File: src/rtl/lcc_pkg.sv
/*
  Constants for the lane conditioning configuration bank:
  register offsets, slot map, field positions, reset values
  and the documented setting codes.
  Assumes the importing module uses 8-bit offsets and data.
*/
package lcc_pkg;

  // ---------------------------------------------
  // Widths and slot count
  // ---------------------------------------------
  localparam int AW    = 8;  // Offset width
  localparam int DW    = 8;  // Data width
  localparam int NSLOT = 8;  // Implemented registers
  localparam int SW    = 3;  // Slot index width

  // ---------------------------------------------
  // Register offsets
  // ---------------------------------------------
  localparam logic [AW-1:0] OFS_PIN_OVR   = 8'h08;
  localparam logic [AW-1:0] OFS_IDLE_RATE = 8'h15;
  localparam logic [AW-1:0] OFS_EQ_B0     = 8'h16;
  localparam logic [AW-1:0] OFS_SWING     = 8'h17;
  localparam logic [AW-1:0] OFS_DEEMPH    = 8'h18;
  localparam logic [AW-1:0] OFS_THR_B0    = 8'h19;
  localparam logic [AW-1:0] OFS_EQ_A1     = 8'h1D;
  localparam logic [AW-1:0] OFS_THR_A1    = 8'h20;

  // Slot indices, in offset order
  localparam logic [SW-1:0] SL_OVR = 3'h0;
  localparam logic [SW-1:0] SL_IR  = 3'h1;
  localparam logic [SW-1:0] SL_EQB = 3'h2;
  localparam logic [SW-1:0] SL_SWG = 3'h3;
  localparam logic [SW-1:0] SL_DEM = 3'h4;
  localparam logic [SW-1:0] SL_THB = 3'h5;
  localparam logic [SW-1:0] SL_EQA = 3'h6;
  localparam logic [SW-1:0] SL_THA = 3'h7;

  // Slot to offset, and slot reset values
  localparam logic [AW-1:0] SLOT_OFS [NSLOT] = '{
    OFS_PIN_OVR, OFS_IDLE_RATE, OFS_EQ_B0, OFS_SWING,
    OFS_DEEMPH, OFS_THR_B0, OFS_EQ_A1, OFS_THR_A1};
  localparam logic [DW-1:0] SLOT_RST [NSLOT] = '{
    8'h00, 8'h00, 8'h20, 8'h03, 8'h03, 8'h00, 8'h20, 8'h00};

  // ---------------------------------------------
  // Field positions
  // ---------------------------------------------
  localparam int OV_IDLE   = 4;  // Block idle pin
  localparam int OV_RATE   = 2;  // Block rate pin
  localparam int IR_IAUTO  = 5;  // Automatic idle
  localparam int IR_ISEL   = 4;  // Manual mute
  localparam int IR_RAUTO  = 1;  // Automatic rate
  localparam int IR_RSEL   = 0;  // Manual rate, 1 = high
  localparam int EQ_EN     = 5;  // Equalizer enable
  localparam int EQ_GS_LSB = 3;  // Gain stage [4:3]
  localparam int DE_STYLE  = 7;  // Enhanced when 1
  localparam int TH_DA_LSB = 2;  // De-assert level [3:2]

  // ---------------------------------------------
  // Setting codes
  // ---------------------------------------------
  localparam logic [5:0] EQ_BYPASS = 6'h20;
  localparam logic [6:0] SWG_RSVD  = 7'h3F;
  localparam logic [6:0] SWG_600MV = 7'h03;

endpackage

File: src/rtl/lcc_config_regs.sv
/*
  Configuration register bank for one span of a dual lane
  redriver: lane 0 output idle/rate, swing and de-emphasis,
  equalizer and idle thresholds of two inputs, pin override.
  Assumes an SMBus target front end turns bus transactions
  into single-cycle read and write strobes on clk_sys, and
  that pin and detector inputs are synchronous to clk_sys.
*/
`timescale 1ns/10ps

// Summary of operation
// [RULE1] Auto idle: mute follows own idle detector
// [RULE2] Manual idle set: output lane held muted
// [RULE3] Manual idle clear: output on, detection off
// [RULE4] Auto rate: detected rate range used
// [RULE5] Manual rate: bit0 picks low/high range
// [RULE6] Equalizer: enable, gain stage, boost fields
// [RULE7] Equalizer offers 24 gain/boost settings
// [RULE8] Code 0x20 is bypass and reset default
// [RULE9] Equalizer codes map to documented boost
// [RULE10] Swing codes 600 to 1200 mV, 0x3F reserved
// [RULE11] De-emphasis bit7 style, bits 6:0 level
// [RULE12] De-emphasis codes map to documented levels
// [RULE13] Threshold: bits3:2 de-assert, 1:0 assert
// [RULE14] Threshold codes map to documented voltages
// [RULE15] Each input holds its own equalizer register
// [RULE16] Lane 0 swing and de-emphasis reset 0x03
// [RULE17] Override bits block idle and rate pins
// [RULE18] Reserved bits written zero, kept inert
// [RULE19] Registers reset to defaults, hold writes
module lcc_config_regs (
  // Clock and reset
  input  logic                    clk_sys,
  input  logic                    rstn,
  // Register access strobes
  input  logic [lcc_pkg::AW-1:0]  reg_addr,
  input  logic [lcc_pkg::DW-1:0]  reg_wdata,
  input  logic                    reg_wr,
  input  logic                    reg_rd,
  output logic [lcc_pkg::DW-1:0]  reg_rdata,
  output logic                    reg_hit,
  // Control pins and detectors
  input  logic                    idle_pin,
  input  logic                    rate_pin,
  input  logic                    elec_idle_det,
  input  logic                    rate_det_hi,
  // Output lane 0 controls
  output logic                    out_lane0_mute,
  output logic                    out_lane0_signal_detection_en,
  output logic                    out_lane0_rate_hi,
  output logic [6:0]              out_lane0_output_swing,
  output logic                    out_lane0_swing_rsvd,
  output logic                    out_lane0_deemphasis_style,
  output logic [6:0]              out_lane0_deemphasis,
  // Input B lane 0 controls
  output logic                    in_b_lane0_equalizer_en,
  output logic [1:0]              in_b_lane0_gain_stage,
  output logic [2:0]              in_b_lane0_boost_level,
  output logic                    in_b_lane0_bypass,
  output logic [1:0]              in_b_lane0_idle_deassert,
  output logic [1:0]              in_b_lane0_idle_assert,
  // Input A lane 1 controls
  output logic                    in_a_lane1_equalizer_en,
  output logic [1:0]              in_a_lane1_gain_stage,
  output logic [2:0]              in_a_lane1_boost_level,
  output logic                    in_a_lane1_bypass,
  output logic [1:0]              in_a_lane1_idle_deassert,
  output logic [1:0]              in_a_lane1_idle_assert
);
  import lcc_pkg::*;

  // ---------------------------------------------
  // Storage and decode
  // ---------------------------------------------
  logic [DW-1:0] regs_r [NSLOT];  // Register contents
  logic          sel_hit;         // Offset is mapped
  logic [SW-1:0] sel_idx;         // Matching slot
  logic [DW-1:0] rdata_r;         // Read data flop
  logic          mute_r;          // Lane 0 mute state
  logic          mute_nxt;
  logic          sdet_r;          // Detection enable
  logic          sdet_nxt;
  logic          rate_r;          // High rate range
  logic          rate_nxt;
  logic          man_idle;        // Pin or register mute
  logic          man_rate;        // Pin or register rate

  // Offset to slot lookup
  always_comb begin
    sel_hit = 1'b0;
    sel_idx = '0;
    for (int s = 0; s < NSLOT; s++) begin
      if (reg_addr == SLOT_OFS[s]) begin
        sel_hit = 1'b1;
        sel_idx = SW'(s);
      end
    end
  end

  // Handshake: access lands on a mapped offset
  assign reg_hit = sel_hit & (reg_wr | reg_rd);

  // ---------------------------------------------
  // Register slots
  // ---------------------------------------------
  // Whole byte is stored, reserved bits included, so
  // software reads back what it wrote; they steer nothing.
  for (genvar s = 0; s < NSLOT; s++) begin : g_slot
    always_ff @(posedge clk_sys) begin
      if (!rstn) begin
        regs_r[s] <= SLOT_RST[s];  // RULE19 RULE8 RULE16
      end else if (reg_wr && sel_hit && sel_idx == SW'(s)) begin
        regs_r[s] <= reg_wdata;  // RULE18 RULE19
      end
    end
  end

  // Read port; unmapped offsets read zero
  always_ff @(posedge clk_sys) begin
    if (!rstn) begin
      rdata_r <= '0;
    end else if (reg_rd) begin
      rdata_r <= sel_hit ? regs_r[sel_idx] : '0;
    end
  end
  assign reg_rdata = rdata_r;

  // ---------------------------------------------
  // Output lane 0 idle and rate
  // ---------------------------------------------
  // Pins act unless the override bit blocks them
  always_comb begin
    man_idle = regs_r[SL_OVR][OV_IDLE] ?
               regs_r[SL_IR][IR_ISEL] : idle_pin;  // RULE17
    man_rate = regs_r[SL_OVR][OV_RATE] ?
               regs_r[SL_IR][IR_RSEL] : rate_pin;  // RULE17
  end

  // Mute source: detector in auto, else manual level
  always_comb begin
    if (regs_r[SL_IR][IR_IAUTO]) begin
      mute_nxt = elec_idle_det;  // RULE1
      sdet_nxt = 1'b1;
    end else if (man_idle) begin
      mute_nxt = 1'b1;  // RULE2
      sdet_nxt = 1'b0;
    end else begin
      mute_nxt = 1'b0;  // RULE3
      sdet_nxt = 1'b0;
    end
  end

  // Rate source: detector in auto, else manual bit
  always_comb begin
    if (regs_r[SL_IR][IR_RAUTO]) begin
      rate_nxt = rate_det_hi;  // RULE4
    end else begin
      rate_nxt = man_rate;  // RULE5
    end
  end

  // Lane controls are flopped; one cycle behind sources
  always_ff @(posedge clk_sys) begin
    if (!rstn) begin
      mute_r <= 1'b0;
      sdet_r <= 1'b0;
      rate_r <= 1'b0;
    end else begin
      mute_r <= mute_nxt;
      sdet_r <= sdet_nxt;
      rate_r <= rate_nxt;
    end
  end

  assign out_lane0_mute                = mute_r;
  assign out_lane0_signal_detection_en = sdet_r;
  assign out_lane0_rate_hi             = rate_r;

  // ---------------------------------------------
  // Swing and de-emphasis
  // ---------------------------------------------
  // Codes go to the analog driver as written; the
  // driver owns the code to millivolt mapping.
  assign out_lane0_output_swing = regs_r[SL_SWG][6:0];  // RULE10
  assign out_lane0_swing_rsvd =
    (regs_r[SL_SWG][6:0] == SWG_RSVD);  // RULE10
  assign out_lane0_deemphasis_style =
    regs_r[SL_DEM][DE_STYLE];  // RULE11 RULE12
  assign out_lane0_deemphasis = regs_r[SL_DEM][6:0];  // RULE11

  // ---------------------------------------------
  // Input equalizers and idle thresholds
  // ---------------------------------------------
  // Separate slots per input, identical field coding;
  // the 24 gain/boost codes pass straight to the CTLE.
  assign in_b_lane0_equalizer_en =
    regs_r[SL_EQB][EQ_EN];  // RULE6 RULE15
  assign in_b_lane0_gain_stage =
    regs_r[SL_EQB][EQ_GS_LSB +: 2];  // RULE6 RULE7 RULE9
  assign in_b_lane0_boost_level =
    regs_r[SL_EQB][2:0];  // RULE6 RULE7 RULE9
  assign in_b_lane0_bypass =
    (regs_r[SL_EQB][5:0] == EQ_BYPASS);  // RULE8
  assign in_a_lane1_equalizer_en =
    regs_r[SL_EQA][EQ_EN];  // RULE6 RULE15
  assign in_a_lane1_gain_stage =
    regs_r[SL_EQA][EQ_GS_LSB +: 2];  // RULE6 RULE7 RULE9
  assign in_a_lane1_boost_level =
    regs_r[SL_EQA][2:0];  // RULE6 RULE7 RULE9
  assign in_a_lane1_bypass =
    (regs_r[SL_EQA][5:0] == EQ_BYPASS);  // RULE8

  // Threshold pairs; the comparator maps them to mV
  assign in_b_lane0_idle_deassert =
    regs_r[SL_THB][TH_DA_LSB +: 2];  // RULE13 RULE14
  assign in_b_lane0_idle_assert =
    regs_r[SL_THB][1:0];  // RULE13 RULE14
  assign in_a_lane1_idle_deassert =
    regs_r[SL_THA][TH_DA_LSB +: 2];  // RULE13 RULE14
  assign in_a_lane1_idle_assert =
    regs_r[SL_THA][1:0];  // RULE13 RULE14

  // ---------------------------------------------
  // Assertions
  // ---------------------------------------------
  AST_AUTO_IDLE: assert property (  // RULE1
    @(posedge clk_sys) disable iff (!rstn)
    regs_r[SL_IR][IR_IAUTO] |=>
      out_lane0_mute == $past(elec_idle_det))
    else $error("auto idle mute mismatch");

  AST_MANUAL_MUTE: assert property (  // RULE2
    @(posedge clk_sys) disable iff (!rstn)
    !regs_r[SL_IR][IR_IAUTO] && man_idle |=>
      out_lane0_mute && !out_lane0_signal_detection_en)
    else $error("manual idle not muted");

  AST_DRIVE_ON: assert property (  // RULE3
    @(posedge clk_sys) disable iff (!rstn)
    !regs_r[SL_IR][IR_IAUTO] && !man_idle |=>
      !out_lane0_mute && !out_lane0_signal_detection_en)
    else $error("output not driving");

  AST_AUTO_RATE: assert property (  // RULE4
    @(posedge clk_sys) disable iff (!rstn)
    regs_r[SL_IR][IR_RAUTO] |=>
      out_lane0_rate_hi == $past(rate_det_hi))
    else $error("auto rate mismatch");

  AST_MANUAL_RATE: assert property (  // RULE5
    @(posedge clk_sys) disable iff (!rstn)
    !regs_r[SL_IR][IR_RAUTO] && regs_r[SL_OVR][OV_RATE] |=>
      out_lane0_rate_hi == $past(regs_r[SL_IR][IR_RSEL]))
    else $error("manual rate mismatch");

  AST_PIN_IDLE: assert property (  // RULE17
    @(posedge clk_sys) disable iff (!rstn)
    !regs_r[SL_IR][IR_IAUTO] && !regs_r[SL_OVR][OV_IDLE] |=>
      out_lane0_mute == $past(idle_pin))
    else $error("idle pin not obeyed");

  AST_RESET_VAL: assert property (  // RULE8
    @(posedge clk_sys)
    !rstn |=> regs_r[SL_EQB] == 8'h20 && regs_r[SL_EQA] == 8'h20
      && regs_r[SL_SWG] == 8'h03 && regs_r[SL_DEM] == 8'h03)
    else $error("reset default wrong");

  AST_HOLD: assert property (  // RULE19
    @(posedge clk_sys) disable iff (!rstn)
    !reg_wr ##1 rstn |-> $stable(regs_r[SL_IR])
      && $stable(regs_r[SL_DEM]) && $stable(regs_r[SL_THA]))
    else $error("register changed without write");

  AST_WRITE_READ: assert property (  // RULE18
    @(posedge clk_sys) disable iff (!rstn)
    reg_wr && reg_addr == OFS_IDLE_RATE ##1 reg_rd
      && reg_addr == OFS_IDLE_RATE && !reg_wr
      |=> reg_rdata == $past(reg_wdata, 2))
    else $error("readback differs from write");

  AST_EQ_FIELDS: assert property (  // RULE6
    @(posedge clk_sys) disable iff (!rstn)
    reg_wr && reg_addr == OFS_EQ_B0 |=>
      {in_b_lane0_equalizer_en, in_b_lane0_gain_stage,
       in_b_lane0_boost_level} == $past(reg_wdata[5:0]))
    else $error("equalizer fields wrong");

  COV_AUTO_MUTE: cover property (
    @(posedge clk_sys) disable iff (!rstn)
    regs_r[SL_IR][IR_IAUTO] && out_lane0_mute);
  COV_PIN_BLOCK: cover property (
    @(posedge clk_sys) disable iff (!rstn)
    regs_r[SL_OVR][OV_IDLE] && idle_pin && !out_lane0_mute);
  COV_EQ_BOOST: cover property (
    @(posedge clk_sys) disable iff (!rstn)
    in_b_lane0_equalizer_en && !in_b_lane0_bypass);

endmodule

File: config.mk
export PLATFORM = sky130hd
export DESIGN_NAME = lcc_config_regs
export DESIGN_NICKNAME = d
export VERILOG_FILES = /design/src/rtl/lcc_pkg.sv /design/src/rtl/lcc_config_regs.sv
export SDC_FILE = /design/constraint.sdc
export NUM_CORES = 1
export LEC_CHECK = 0
export BUFFER_PORTS_ARGS = -buffer_cell sky130_fd_sc_hd__buf_2
export CAP_MARGIN = 25
export CORE_ASPECT_RATIO = 1.25
export CORE_MARGIN = 5
export CORE_UTILIZATION = 50
export DETAILED_ROUTE_END_ITERATION = 10
export GPL_TIMING_DRIVEN = 0
export PLACE_DENSITY_LB_ADDON = 0.15
export SYNTH_ARGS = -nofsm -noshare
export SYNTH_HDL_FRONTEND = slang
export SYNTH_SLANG_ARGS = --single-unit
File: constraint.sdc
create_clock -name clk_sys -period 2.8 [get_ports clk_sys]
set_input_delay 0.56 -clock clk_sys [delete_from_list [all_inputs] [get_ports clk_sys]]
set_output_delay 0.56 -clock clk_sys [all_outputs]
set_load 0.05 [all_outputs]
# Word-level counts from Yosys, hierarchy flattened
# Memories as Yosys holds them, arrays and structs flattened.
# Cells that the tools add are included.
[totals] ff_bits=11 mem_bits_rw=64 output_inout_bits=50 wordCells=98 n_memories=1
[classes] eq_ne=18 muxes=55 bitwise=10 n_reduce_logical=10
[mem_list] name="regs_r" words=8 word_bits=8 read_ports=9 rd_ports_with_merged_regs=0 wr=8 line="lcc_config_regs.sv:75" text="logic [DW-1:0] regs_r [NSLOT];"
[op_table] op="two-way mux 8 bit" n=9
[op_table] op="equality test 8 x 5 -> 1 bit (second input constant)" n=6
[op_table] op="two-way mux 1 bit" n=40
[op_table] op="two-way mux 3 bit" n=6
[op_table] op="equality test 3 bit (second input constant)" n=4
[op_table] op="equality test 6 bit (second input constant)" n=2
[op_table] op="logical AND 1 bit" n=9
[op_table] op="OR 1 bit" n=9
[op_table] op="equality test 8 x 4 -> 1 bit (second input constant)" n=1
[op_table] op="equality test 8 x 6 -> 1 bit (second input constant)" n=1
[op_table] op="equality test 7 x 6 -> 1 bit (second input constant)" n=1
[op_table] op="equality test 3 x 2 -> 1 bit (second input constant)" n=2
[op_table] op="equality test 3 x 1 -> 1 bit (second input constant)" n=1
[op_table] op="logical NOT 3 bit" n=1
[op_table] op="bitwise AND 1 bit" n=1

# Longest topological paths before layout
[logic_depth] depth_word=15 mapped_depth=9

# Worst setup path before layout
# No wires, ideal clock.
[synth_timing] path_type="reg2out" start="mem regs_r[6][5]" end="out in_a_lane1_bypass" t_arrival_ns=2.315 required_ns=2.240 slack_ns=-0.075 path_stages_with_launch=3 path_buffers=0 path_cell_list="edfxtp_1 -> or4b_2 -> nor3_1"
[synth_rtl] element="start, declared" line="lcc_config_regs.sv:75"
[synth_rtl] element="end, declared" line="lcc_config_regs.sv:66" text="output logic in_a_lane1_bypass,"

==> qor.yml <==
outcome:
  status: "finished, final reports clean"
cts:
  cts_sinks: 75
  postCtsHoldBufs: 0
  clock_path_buffers: 2
  cts.clk_slew.worst_paths_ns: 0.08
  worstSkewPairLatency_ns: 0.36
  cts_root_buffer: "clkbuf_8"
  post_cts_buffers: 0
  htree_levels: 3
  cts_tree: "built"
  numCtsBuffers: 9
drt:
  antenna_left: 0
  avgRoutedWirePerCell_um: 19.7
  drt_iter0_markers: 272
  dr.pass1.iters: 5
  vias: 2927
  vias_per_cell: 5.64
  drc_errors: 0
  wirelength_um: 10200
final_layout:
  num_antenna_cells: 0
  area.growth.synth_to_final_pct: 19.1
  layout_commonest_cell: "buf_2"
  num-nets-final: 446
  final_cell_count_no_fill: 519
  drive_gt1_share_pct: 33.7
  final_cell_mix: "81 x buf_2, 64 x and2_1, 64 x edfxtp_1"
timing:
  period_share_pct: 91.0
  worst_pin_slew_ns: 0.691
  relSlewSlack_pct: 53.6
  clock_skew_ns: 0.0110
  rsz0062_at_grt: "no"
  finalWorstSetupSlack_ns: 0.252
  finalSetupViolCount: 0
  layout_min_cycle_time_ns: 2.55
  finalHoldViolations: 0
  max_freq_mhz: 392
  final.setup.tns_ns: 0
  drv_slew: 0
  holdWs_ns: 0.473
die:
  boundaryPins: 74
  die_h_um: 108
  die_w_um: 88.5
  start_util_pct: 51.7
  rows: 35
  fp.dieArea_um2: 9560
  core_area_um2: 7440
power_and_ir_drop:
  ir_drop_v: 0.000381
  p_leak_uw: 0.00183
  p_per_area_nw_per_um2: 553
  p_total_uw: 2540
grt:
  grt.met3_usage_pct: 3.89
  use_met1_pct: 27.5
  grt_first_pass_wirelength_um: 15400
  top_usage_layer: "met2"
  use_met2_pct: 37.8
  grt_pass1_vias: 2871
  track_usage_pct: 22.4
  antenna_found_initial: 0
  grt_max_degree: 15
  overflow: 0
worst_setup_path:
  timing.rr.end: "reg_rdata[5]"
  worstPathRequired_ns: 2.79
  crit_path_end_kind: "register"
  regToRegSetupSlack_ns: 1.56
  crit_path_max_fanout: 10
  crit_path_cell_trace: "buf_2, nor4_2, nand2_1, nand2_2, buf_4, nand2_1, o21ai_1"
  start_kind: "input port"
  cpMaxStageDelayCell: "o21ai_1"
  worstRegToRegCells: 3
  max_stage_delay_ns: 0.60
  cp_data_arrival_time_ns: 2.53
  rr_startpoint: "regs_r[1][5]"
  worstSetupPathType: "in -> reg"
  crit_top_cell: "nand2_1"
synth:
  syn_inst: 334
  synth_edf_count: 64
  syn_area_um2: 3850
  synth_area_leaders: "edfxtp_1 50%, and2_1 10%, dfxtp_1 5.7%, buf_4 5.5%, mux2i_1 4.4%"
  yosys.cell_types.count: 44
  ys_seq_area_share_pct: 55.7
  syn_nets: 358
  synth_top_area_cell: "edfxtp_1"
  ys_async_sr_fraction_pct: 0
  yosys_warnings: 0
  synth.ff_latch_count: 75
  syn_avg_cell_area_um2: 11.5
  synth_top_area_share_pct: 49.9
  ys.flop_type: "edfxtp_1"
place:
  place.gp.congestion: 0.894
  hpwl_um: 7540
  dp.cells: 501
  post-place-ws_ns: -0.388
  port_buffers: 71
worst_hold_path:
  min_to: "reg_rdata[7]"
  holdCritPathClass: "reg -> reg"
  min_path_cells: 1
  worstHoldStart: "reg_rdata[7]"
job:
  drv_cap: 0
==> critical path: cells and delay by family <==
| kind | cells | cell delay, ns |
|---|---|---|
| compound gates | 1 | 0.60 |
| buf+inv | 2 | 0.36 |
| simple gates | 4 | 1.00 |
==> layout make-up <==
cell class	count	area (um2)
clock inverter	7	98.8
multi-input combinational	219	1430
buffer	37	272
fill	656	2860
clock buffer	9	124
tap	92	115
sequential	75	2140
timing repair buffer	77	385
inverter	3	11.3
==> synth_stat cells, drive strengths merged, types with 4 or more instances <==
cell and instances:
a21oi 16, buf 36, nand2 32, a211o 6, mux2i 17, nor2 12
dfxtp 11, a221oi 12, o21ai 14, edfxtp 64, or3 6, nand2b 4
and2 64, nand3 6
==> cells by family after synthesis <==
group                  after synthesis  share of synthesized area, %
and+or+nand+nor                    142                          21.6
DFF                                 75                          55.7
AOI/OAI and AO/OA                   59                          10.7
buffers and inverters               40                          7.35
muxes                               18                          4.71
==> through the flow <==
step           util [%]  cell area [um2]
2_1_floorplan         -             3860
3_3_place_gp       58.2             4330
3_5_place_dp       58.4             4350
4_1_cts            61.4             4570
5_1_grt            61.5             4580
6_report           61.5             4580
==> worst max path at each step <==
stage | from | slack (ns) | endpoint
after detailed placement | reg_addr[7] | -0.39 | regs_r[6][3]
after global routing | reg_addr[1] | 0.04 | regs_r[6][0]
after CTS | reg_addr[7] | 0.04 | regs_r[5][7]
final | reg_addr[1] | 0.25 | regs_r[2][1]
after floorplan | reg_addr[7] | 0.19 | regs_r[1][0]
after global placement | reg_addr[7] | -0.45 | regs_r[5][5]
==> flip-flops by register name (all words and copies together), names as in the netlist <==
name and flops:
reg_rdata 8, out_lane0_rate_hi 1, out_lane0_mute 1, out_lane0_signal_detection_en 1, regs_r 64
==> power by group <==
| part | total, uW | leakage (uW) | internal [uW] | switching, uW |
|---|---|---|---|---|
| clock network | 941 | 0.000110 | 508 | 433 |
| registers | 1290 | 0.000701 | 1260 | 30.2 |
| logic | 305 | 0.00102 | 88.0 | 217 |
==> routing by layer <==
layer,vias to the layer above,part of all wire (%)
li1,1368,-
met1,1384,39
met2,147,49
met3,28,8.4
met4,0,3.5
met5,-,0
==> timing repair <==
action                     in CTS  in global routing
pin swaps                       0                  0
setup endpoints to repair       8                 17
resized for setup               2                  4
(Power assumes the default switching activity.)
